## config.mk

```make
export PLATFORM = sky130hd
export DESIGN_NAME = thermal_capability_config_compare
export DESIGN_NICKNAME = d
export VERILOG_FILES = /design/src/pkg/thermal_pkg.sv /design/src/design/thermal_capability_config_compare.sv
export SDC_FILE = /design/constraint.sdc
export NUM_CORES = 1
export LEC_CHECK = 0
export BUFFER_PORTS_ARGS = -buffer_cell sky130_fd_sc_hd__buf_2
export CAP_MARGIN = 40
export CORE_ASPECT_RATIO = 1.4
export CORE_MARGIN = 2
export CORE_UTILIZATION = 50
export CTS_CLUSTER_DIAMETER = 200
export DETAILED_ROUTE_END_ITERATION = 6
export MAX_ROUTING_LAYER = met4
export PLACE_DENSITY = 0.74
export REMOVE_ABC_BUFFERS = 1
export SYNTH_ARGS = -nofsm -noshare
export SYNTH_HDL_FRONTEND = slang
export SYNTH_SLANG_ARGS = --single-unit
```

## constraint.sdc

```tcl
create_clock -name clk -period 5.32 [get_ports clk]
set_input_delay 0.798 -clock clk [delete_from_list [all_inputs] [get_ports clk]]
set_output_delay 0.798 -clock clk [all_outputs]
set_load 0.005 [all_outputs]
```

## src/pkg/thermal_pkg.sv

```systemverilog
package thermal_pkg;

  // register indices selected through the pointer
  localparam logic [7:0] REG_CAP = 8'h00;
  localparam logic [7:0] REG_CFG = 8'h01;
  localparam logic [7:0] REG_HIGH = 8'h02;
  localparam logic [7:0] REG_LOW = 8'h03;
  localparam logic [7:0] REG_CRIT = 8'h04;
  localparam logic [7:0] REG_TEMP = 8'h05;
  localparam logic [7:0] REG_MFR = 8'h06;
  localparam logic [7:0] REG_DEV = 8'h07;
  localparam logic [7:0] REG_RES = 8'h08;

  // reset values
  localparam logic [15:0] CAP_RESET = 16'h004f;
  localparam logic [15:0] CFG_RESET = 16'h0000;
  localparam logic [15:0] RES_RESET = 16'h000f;
  localparam logic [10:0] LIMIT_RESET = 11'h000;
  localparam logic [7:0] PTR_RESET = 8'h00;

  // capability bit positions
  localparam int CAP_ACTION_POS = 7;
  localparam int CAP_TIMEOUT_POS = 6;
  localparam int CAP_RANGE_POS = 2;
  localparam int CAP_ACC_POS = 1;
  localparam int CAP_ALERT_POS = 0;
  // resolution field sits in bits 4:3 of capability and resolution words
  localparam int RES_LSB = 3;
  // fixed low bits of the resolution word
  localparam logic [2:0] RES_FIXED = 3'h7;

  // hysteresis margins in quarter-degree steps: 0, 1.5, 3, 6 degrees
  localparam logic signed [11:0] MARGIN_0 = 12'sh000;
  localparam logic signed [11:0] MARGIN_1 = 12'sh006;
  localparam logic signed [11:0] MARGIN_2 = 12'sh00c;
  localparam logic signed [11:0] MARGIN_3 = 12'sh018;

  // configuration word, bit 15 down to bit 0
  typedef struct packed {
    logic [4:0] reserved_bits;
    logic [1:0] hyst_select;
    logic shutdown_request;
    logic critical_limit_lock;
    logic alarm_limit_lock;
    logic alert_clear;
    logic alert_status;
    logic alert_enable;
    logic critical_only_select;
    logic alert_polarity;
    logic alert_mode_int;
  } cfg_word_s;

  // register access request: pointer byte and/or data word
  typedef struct packed {
    logic ptr_we;
    logic [7:0] ptr;
    logic we;
    logic [15:0] wdata;
  } reg_req_s;

  // whole state of the block
  typedef struct packed {
    logic [7:0] ptr;
    cfg_word_s cfg;
    logic [10:0] high;
    logic [10:0] low;
    logic [10:0] crit;
    logic [1:0] temp_resolution_field;
    logic [12:0] temp;
    logic above_high;
    logic below_low;
    logic above_crit;
    logic alert_q;
    logic released;
    logic [15:0] rdata;
  } state_s;

endpackage : thermal_pkg

```

## src/design/thermal_capability_config_compare.sv

```systemverilog
`timescale 1ns/1ps

// What this block does
// capability upper byte reads zero, ignores writes
// action 0: alert frozen through shutdown
// action 1: alert released through shutdown
// timeout capability bit reports 1 by default
// capability bit 5 reads 0; host accepts either
// resolution field encodes data LSB size
// range bit 1: negative readings keep sign
// accuracy bit reads 1 by default
// alert support bit reads 1 by default
// configuration word holds alert controls, resets zero
// configuration bits 15..11 read zero
// hysteresis margin applies to falling temperature
// either lock freezes the hysteresis field
// comparator alert pin deasserts only at or below high or critical limit minus margin
// below-window sets below low minus margin
// limits and data are two's complement
// finer resolution extends only the data word
// comparisons use bits 12 down to 2
// host writes limit bit 2 zero at 0.5C
// clear bit releases interrupt alert until retrigger
// critical alert cannot be cleared
// comparator mode ignores register accesses
// hysteresis decode 0, 1.5, 3, 6 degrees
// capability resolution mirrors resolution register
module thermal_capability_config_compare
  import thermal_pkg::*;
#(
  parameter logic shutdown_alert_action = CAP_RESET[CAP_ACTION_POS],
  parameter logic bus_timeout_range = CAP_RESET[CAP_TIMEOUT_POS],
  parameter logic temp_range_signed = CAP_RESET[CAP_RANGE_POS],
  parameter logic accuracy_grade = CAP_RESET[CAP_ACC_POS],
  parameter logic alert_supported = CAP_RESET[CAP_ALERT_POS],
  parameter logic [15:0] maker_code = 16'h1234, // arbitrary value
  parameter logic [15:0] part_code = 16'h5678 // arbitrary value
) (
  // clock and reset
  input wire logic clk,
  input wire logic rst,
  // register access behind the pointer
  input wire reg_req_s req,
  output logic [15:0] rdata,
  // sampling engine
  input wire logic sample_valid,
  input wire logic [12:0] sample_temp,
  output logic shutdown_active,
  output logic [1:0] temp_resolution_field,
  // open-drain alert pin
  output logic alert_out,
  output logic alert_oe
);

  state_s s;
  state_s next_s;
  logic [15:0] cap_word;
  logic alert_active;
  logic [7:0] wptr;
  logic clear_req;
  logic signed [11:0] t_cmp;
  logic signed [11:0] margin;
  cfg_word_s wcfg;

  // hysteresis select to margin in quarter degrees
  function automatic logic signed [11:0] hyst_margin(input logic [1:0] sel);
    case (sel)
      2'h0: hyst_margin = MARGIN_0;
      2'h1: hyst_margin = MARGIN_1;
      2'h2: hyst_margin = MARGIN_2;
      default: hyst_margin = MARGIN_3;
    endcase
  endfunction : hyst_margin

  // sign-extend an 11-bit quarter-degree value
  function automatic logic signed [11:0] sx(input logic [10:0] v);
    sx = signed'({v[10], v});
  endfunction : sx

  // clear data bits finer than the programmed resolution
  function automatic logic [12:0] res_mask(input logic [12:0] v, input logic [1:0] r);
    case (r)
      2'h0: res_mask = {v[12:3], 3'h0};
      2'h1: res_mask = {v[12:2], 2'h0};
      2'h2: res_mask = {v[12:1], 1'h0};
      default: res_mask = v;
    endcase
  endfunction : res_mask

  // capability word assembled from straps and resolution
  always_comb begin
    cap_word = 16'h0000;
    cap_word[CAP_ACTION_POS] = shutdown_alert_action;
    cap_word[CAP_TIMEOUT_POS] = bus_timeout_range;
    cap_word[RES_LSB +: 2] = s.temp_resolution_field;
    cap_word[CAP_RANGE_POS] = temp_range_signed;
    cap_word[CAP_ACC_POS] = accuracy_grade;
    cap_word[CAP_ALERT_POS] = alert_supported;
  end

  // write decode helpers
  assign wptr = req.ptr_we ? req.ptr : s.ptr;
  assign wcfg = cfg_word_s'(req.wdata);
  assign clear_req = req.we && wptr == REG_CFG && wcfg.alert_clear;
  assign margin = hyst_margin(s.cfg.hyst_select);
  assign alert_active = s.alert_q & ~s.released;

  // next-state logic: registers, comparators and alert
  always_comb begin
    logic [12:0] smp;
    logic win_now;
    logic win_chg;
    smp = sample_temp;
    win_now = 1'b0;
    win_chg = 1'b0;
    next_s = s;
    next_s.cfg.alert_clear = 1'b0;
    if (!temp_range_signed && sample_temp[12]) begin
      smp = 13'h0000;
    end
    t_cmp = sx(smp[12:2]);
    if (sample_valid && !s.cfg.shutdown_request) begin
      next_s.temp = res_mask(smp, s.temp_resolution_field);
      next_s.released = 1'b0;
      if (t_cmp > sx(s.high)) begin
        next_s.above_high = 1'b1;
      end else if (t_cmp <= sx(s.high) - margin) begin
        next_s.above_high = 1'b0;
      end
      if (t_cmp > sx(s.crit)) begin
        next_s.above_crit = 1'b1;
      end else if (t_cmp <= sx(s.crit) - margin) begin
        next_s.above_crit = 1'b0;
      end
      if (t_cmp < sx(s.low) - margin) begin
        next_s.below_low = 1'b1;
      end else if (t_cmp >= sx(s.low)) begin
        next_s.below_low = 1'b0;
      end
    end
    if (req.ptr_we) begin
      next_s.ptr = req.ptr;
    end
    if (req.we) begin
      case (wptr)
        REG_CFG: begin
          next_s.cfg.alert_mode_int = wcfg.alert_mode_int;
          next_s.cfg.alert_polarity = wcfg.alert_polarity;
          next_s.cfg.critical_only_select = wcfg.critical_only_select;
          next_s.cfg.alert_enable = wcfg.alert_enable;
          next_s.cfg.alert_clear = wcfg.alert_clear;
          next_s.cfg.alarm_limit_lock = s.cfg.alarm_limit_lock | wcfg.alarm_limit_lock;
          next_s.cfg.critical_limit_lock =
            s.cfg.critical_limit_lock | wcfg.critical_limit_lock;
          next_s.cfg.shutdown_request = wcfg.shutdown_request;
          if (!(s.cfg.alarm_limit_lock || s.cfg.critical_limit_lock)) begin
            next_s.cfg.hyst_select = wcfg.hyst_select;
          end
          if (wcfg.shutdown_request && !s.cfg.shutdown_request && shutdown_alert_action) begin
            next_s.released = 1'b1;
          end
        end
        REG_HIGH: begin
          if (!s.cfg.alarm_limit_lock) next_s.high = req.wdata[12:2];
        end
        REG_LOW: begin
          if (!s.cfg.alarm_limit_lock) next_s.low = req.wdata[12:2];
        end
        REG_CRIT: begin
          if (!s.cfg.critical_limit_lock) next_s.crit = req.wdata[12:2];
        end
        REG_RES: next_s.temp_resolution_field = req.wdata[RES_LSB +: 2];
        default: ;
      endcase
    end
    // alert follows the comparators only while active; frozen in shutdown
    if (!s.cfg.shutdown_request) begin
      win_now = ~s.cfg.critical_only_select & (next_s.above_high | next_s.below_low);
      win_chg = ~s.cfg.critical_only_select &
        ((next_s.above_high ^ s.above_high) | (next_s.below_low ^ s.below_low));
      if (!s.cfg.alert_mode_int) begin
        next_s.alert_q = next_s.above_crit | win_now;
      end else begin
        // a new trigger wins over a clear in the same cycle
        next_s.alert_q = (s.alert_q & ~clear_req) | win_chg | next_s.above_crit;
      end
    end
    next_s.cfg.alert_status = 1'b0;
    next_s.cfg.reserved_bits = 5'h00;
    // read data follows the pointer one cycle later
    case (s.ptr)
      REG_CAP: next_s.rdata = cap_word;
      REG_CFG: begin
        next_s.rdata = {5'h00, s.cfg[10:0]};
        next_s.rdata[4] = alert_active;
        next_s.rdata[5] = 1'b0;
      end
      REG_HIGH: next_s.rdata = {3'h0, s.high, 2'h0};
      REG_LOW: next_s.rdata = {3'h0, s.low, 2'h0};
      REG_CRIT: next_s.rdata = {3'h0, s.crit, 2'h0};
      REG_TEMP: next_s.rdata = {s.above_crit, s.above_high, s.below_low, s.temp};
      REG_MFR: next_s.rdata = maker_code;
      REG_DEV: next_s.rdata = part_code;
      REG_RES: next_s.rdata = {11'h000, s.temp_resolution_field, RES_FIXED};
      default: next_s.rdata = 16'h0000;
    endcase
  end

  // state register
  always_ff @(posedge clk) begin
    if (rst) begin
      s <= '0;
      s.ptr <= PTR_RESET;
      s.cfg <= cfg_word_s'(CFG_RESET);
      s.high <= LIMIT_RESET;
      s.low <= LIMIT_RESET;
      s.crit <= LIMIT_RESET;
      s.temp_resolution_field <= RES_RESET[RES_LSB +: 2];
    end else begin
      s <= next_s;
    end
  end

  // outputs; pin pulled low when asserted (active low) or idle (active high)
  assign rdata = s.rdata;
  assign shutdown_active = s.cfg.shutdown_request;
  assign temp_resolution_field = s.temp_resolution_field;
  assign alert_out = 1'b0;
  assign alert_oe = s.cfg.alert_enable & (alert_active ^ s.cfg.alert_polarity);
endmodule : thermal_capability_config_compare

```

; ---- Yosys cells after proc, flatten, opt, wreduce, memory -nomap -nowiden
; Index checks and enable logic that the tools add are counted.
[totals]
inputBits = 42
regBits = 85
elab_cells = 90
output_inout_bits = 21
[op_classes]
reduce_logical = 14
addsub = 3
n_eq_ne = 17
muxes = 12
bitwise = 19
n_lt_le_gt_ge = 6
[ops]
columns = op, count
row1 = 16-bit case mux with 9 select lines, 1
row2 = 8-bit by 3-bit == test with 1-bit output (second input constant), 5
row3 = 11-bit by 6-bit subtractor with 12-bit output, 3
row4 = 8-bit by 2-bit == test with 1-bit output (second input constant), 4
row5 = 11-bit by 12-bit <= comparator with 1-bit output, 2
row6 = 11-bit > comparator, 2
row7 = 8-bit by 1-bit == test with 1-bit output (second input constant), 2
row8 = 8-bit by 4-bit == test with 1-bit output (second input constant), 2
row9 = 5-bit case mux with 3 select lines, 1
row10 = 11-bit by 12-bit less-than comparator with 1-bit output, 1
row11 = 3-bit AND reduction, 4
row12 = 11-bit >= comparator, 1
row13 = 3-bit case mux with 3 select lines, 1
row14 = 8-bit zero test, 1
row15 = 8-bit two-way mux, 1
row16 = 1-bit two-way mux, 7
row17 = 1-bit OR, 7
row18 = 1-bit inverter, 5
row19 = 1-bit AND, 4
row20 = 2-bit by 1-bit == test with 1-bit output (second input constant), 2
row21 = 2-bit == test (second input constant), 2
row22 = 2-bit zero test, 2
row23 = 2-bit AND reduction, 2
row24 = 1-bit logical AND, 3
row25 = other kinds (4), 6

; ---- Longest topological paths before layout
[logic_depth]
ltp_word = 13
mapped_depth = 18

; ---- Worst setup path after synthesis
; OpenSTA, ideal clock, no wires.
[synth_timing]
kind = register to register
start = reg s[78] in the netlist's numbering
end = reg s[17] in the netlist's numbering
path_stages_with_launch = 16
path_buffers = 0
required_time_ns = 5.187
setup_slack_ns = 1.292
arrival_ns = 3.895
path_cell_list = dfxtp_1 > inv_1 > ha_1 > fa_1 > maj3_1 > a2111oi_0 > nand3_1 > xnor2_1 > ha_1 > nand2_1 > o21ai_0 > a21oi_1 > and2_1 > a32o_1 > o41ai_1 > nand4_1
[synth_via]
elab_chain_cells = 13
word_cells_on_any_way = 26
[synth_rtl]
columns = item, line_no
row1 = from (decl), thermal_capability_config_compare.sv:55  ; state_s s;
row2 = from (signal assigned), thermal_capability_config_compare.sv:220  ; s <= next_s;
row3 = 2-bit == test (tied with other cells), thermal_capability_config_compare.sv:67  ; case (sel)
row4 = 5-bit case mux with 3 select lines (*), thermal_capability_config_compare.sv:67
row5 = 11-bit by 6-bit subtractor with 12-bit output, thermal_capability_config_compare.sv:127  ; end else if (t_cmp <= sx(s.high) - margin) begin
row6 = 11-bit by 12-bit <= comparator with 1-bit output, thermal_capability_config_compare.sv:127
row7 = 1-bit two-way mux, thermal_capability_config_compare.sv:127
row8 = 1-bit two-way mux, thermal_capability_config_compare.sv:125  ; if (t_cmp > sx(s.high)) begin
row9 = 3-bit two-way mux (*), thermal_capability_config_compare.sv:122  ; if (sample_valid && !s.cfg.shutdown_request) begin
row10 = 1-bit XOR, thermal_capability_config_compare.sv:180  ; ((next_s.above_high ^ s.above_high) | (next_s.below_low ^ s.below_low));
row11 = 1-bit OR, thermal_capability_config_compare.sv:180
row12 = 1-bit AND, thermal_capability_config_compare.sv:179  ; win_chg = ~s.cfg.critical_only_select &
row13 = 1-bit OR (2 in series), thermal_capability_config_compare.sv:185  ; next_s.alert_q = (s.alert_q & ~clear_req) | win_chg | next_s.above_crit;
row14 = 1-bit two-way mux (*), thermal_capability_config_compare.sv:181  ; if (!s.cfg.alert_mode_int) begin
; Mark *: on every way between the ends. The rest lies on a longest branch, timed or not.
; A chain may end at the register's enable or synchronous reset.

; ---- Final worst setup path
; Ends and elaborated chain as after synthesis.

==> results.toml <==
[timing]
slew_viol_final = 0
finalSetupTns_ns = 0
slew_headroom_pct = 40.44
layout_worst_path_cycle_share_pct = 84.89
period_minus_slack_ns = 4.516
finClkSkew_ns = 0.007970
rsz0062_at_grt = "no"
worst_pin_slew_ns = 0.8894
timing_hold_violations_final = 0
setup_viol = 0
fmax_mhz = 221.4

[cts]
clkTransAtPathRegs_ns = 0.06
post_cts_buffers = 0
cts-root-buf = "clkbuf_16"
post_cts_resized = 0
cts_tree = "yes"
cts.sinks = 85
numCtsBuffers = 9
clock_latency_ns = 0.34
holdBufCountCts = 0
htree_levels = 3
cts_buffer_depth = 2

[power]
power.density_mw_per_mm2 = 244.8
leakage_nw = 2.787
ir_drop_mv = 0.2055

[critical_path]
cp.arrival_ns = 4.73
rrSetupSlack_ns = 0.80
slowest_delay_ns = 0.53
crit_chain = "inv_1, ha_1, fa_1, maj3_1, a2111oi_0, buf_4, nand3_1, xnor2_1, ha_1, nand3_1, nor2_1, o21ai_0, and2_1, a32o_1, o41ai_1, nand4_1"
critPathBufInv = 2
start_kind = "flop"
critical-path-top-delay-family = "adder cells"
cp.required_ns = 5.53
critPathCaptureType = "flop"
path_max_fanout = 6
crit_type = "reg -> reg"
crit_slowest_cell = "a2111oi_0"

[place]
place.gp.congestion = 1.046
dp_hpwl_mm = 13.64
postPlaceCellArea_mm2 = 0.006292
io_buffers = 58

[global_route]
grt-ovfl-total = 0
grt_pass1_wl_mm = 27.83
grt_pass1_vias = 5581
antenna_found_initial = 0
grt_max_degree = 41
grt_usage_pct = 27.81

[synth]
synth_area_leaders = "dfxtp_1 (28%), ha_1 (16%), mux2i_1 (7.7%)"
synth_edf_count = 0
yosysSeqAreaShare_pct = 28.33
synth_top_area_share_pct = 28.33
ys_ff_latch = 85
synth-async-reset-ratio_pct = 0
yosys.area.top_type = "dfxtp_1"
synth_area_mm2 = 0.006007
syn_inst = 726
yosysWarnings = 0
avgSynthCellArea_um2 = 8.274
synth.distinct_cells = 60
synth_top_flop_cell = "dfxtp_1"

[layout]
area_growth_pct = 10.02
drive_above_1_share_pct = 11.66
fillers = 1092
num_antenna_cells = 0
final_area_mm2 = 0.006609
layout.nets = 882

[detailed_routing]
route.vias.total = 5490
ant_nets = 0
wirelength_mm = 17.33
first_iter_violations = 422
routedWlPerCell_um = 19.04
via_per_inst = 6.033
route.detailed.drc = 0
drt_pass1_iterations = 5

[floorplan]
fp.dieW_um = 96.64
die_area_mm2 = 0.01292
core_mm2 = 0.01176
core.rowCount = 47
pin_count = 63
start_util_pct = 51.07
die_y_um = 133.7

[min_path]
worstHoldPathType = "reg -> reg"

[outcome]
outcome = "finished clean"

[flow_run]
maxCapViolations = 0
==> per-stage QoR <==
step | hold slack, ns | worst slack [ns] | util [%] | power (mW) | std cells
after floorplan | 0.4254 | 1.292 | - | 0.8441 | 681
after global placement | 0.4405 | 1.092 | 53.21 | 0.9350 | 891
after detailed placement | 0.4484 | 0.8344 | 53.50 | 0.9501 | 894
after CTS | 0.4570 | 0.8258 | 56.19 | 1.625 | 910
after global routing | 0.4783 | 0.4257 | 56.19 | 1.681 | 910
final | 0.4569 | 0.8040 | 56.19 | 1.618 | 910
==> logic make-up (layout without fill, tap and decap cells) <==
| group | after synthesis | after routing | share of synthesized area, % |
|---|---|---|---|
| other | 1 | 1 | 0.06243 |
| XOR/XNOR | 28 | 28 | 4.083 |
| adder cells (fa/ha/maj) | 85 | 85 | 17.95 |
| multiplexers | 46 | 46 | 7.665 |
| AO/OA/AOI/OAI | 148 | 148 | 15.35 |
| AND/OR/NAND/NOR | 236 | 236 | 18.93 |
| flip-flops | 85 | 85 | 28.33 |
| buffers and inverters | 97 | 134 | 7.623 |
==> worst paths after layout <==
kind / start / cells past startpoint / end
min reg2reg: s[21]$_SDFFE_PP0P_ / 2 / s[21]$_SDFFE_PP0P_
max: s[78]$_SDFFE_PP0P_ / 16 / s[17]$_SDFFE_PP0N_
min: s[21]$_SDFFE_PP0P_ / 2 / s[21]$_SDFFE_PP0P_
max reg2reg: s[78]$_SDFFE_PP0P_ / 16 / s[17]$_SDFFE_PP0N_
==> metal layers <==
layer	GRT usage, %	up-vias	wire length [µm]
met2	48.03	220	8797
met1	29.16	2574	6436
li1	-	2620	-
met5	-	-	0
met4	18.62	0	1134
met3	4.302	76	959
==> registers in the layout, summed over array words and instances, names as in the netlist <==
name                   count
rdata                     16
s                         66
shutdown_active            1
temp_resolution_field      2
==> power breakdown <==
group,internal [mW],switching (mW)
clock network,0.413,0.263
registers,0.654,0.0197
logic,0.107,0.161
total,1.17,0.444
==> cells in the mapped netlist, types with 3 or more instances <==
cell / instances
or3_1: 3
mux2i_1: 46
fa_1: 3
nand4_1: 16
buf_2: 3
xnor2_1: 26
o31ai_1: 4
nand2b_1: 3
and3_1: 7
inv_1: 52
and2_1: 5
nor4_1: 5
a2111oi_0: 4
nor3_1: 13
buf_4: 20
o21ai_0: 33
a22oi_1: 6
maj3_1: 3
o211ai_1: 6
a21oi_1: 57
nor2_1: 79
nor2b_1: 9
dfxtp_1: 85
a222oi_1: 3
nand3_1: 16
ha_1: 79
a211oi_1: 6
nand2_1: 68
a221oi_1: 3
clkbuf_1: 18
a21o_1: 7
==> placed cells by master, fill, tap and decap left out, types with 4 or more instances in the layout <==
| cell type | n |
|---|---|
| nor2b_1 | 8 |
| o21ai_0 | 33 |
| nor3_1 | 13 |
| and3_1 | 7 |
| a21oi_1 | 57 |
| xnor2_1 | 26 |
| clkbuf_16 | 9 |
| inv_1 | 52 |
| nor2_1 | 79 |
| buf_4 | 6 |
| a21o_1 | 7 |
| and2_1 | 5 |
| a2111oi_0 | 4 |
| nand4_1 | 16 |
| mux2i_1 | 46 |
| ha_1 | 79 |
| dfxtp_1 | 85 |
| nand2_1 | 68 |
| buf_2 | 58 |
| o31ai_1 | 4 |
| nor4_1 | 5 |
| nand3_1 | 16 |
| a211oi_1 | 6 |
| o211ai_1 | 6 |
| a22oi_1 | 6 |
==> worst reg2reg max path, stage by stage, from the launching register on <==
cell and delay, ns:
dfxtp_1 0.44, inv_1 0.09, ha_1 0.43, fa_1 0.48, maj3_1 0.38, a2111oi_0 0.53
buf_4 0.22, nand3_1 0.10, xnor2_1 0.14, ha_1 0.29, nand3_1 0.07, nor2_1 0.11
o21ai_0 0.18, and2_1 0.21, a32o_1 0.22, o41ai_1 0.36, nand4_1 0.13
==> area by class of cell <==
class | count | area (µm²) | area share [%]
Tap cell | 147 | 183.9 | 2.783
Timing Repair Buffer | 66 | 361.6 | 5.471
Multi-Input combinational cell | 544 | 3850 | 58.25
Clock inverter | 5 | 83.83 | 1.268
Inverter | 52 | 195.2 | 2.953
Sequential cell | 85 | 1702 | 25.75
Clock buffer | 11 | 232.7 | 3.521
(Power assumes the default switching activity.)
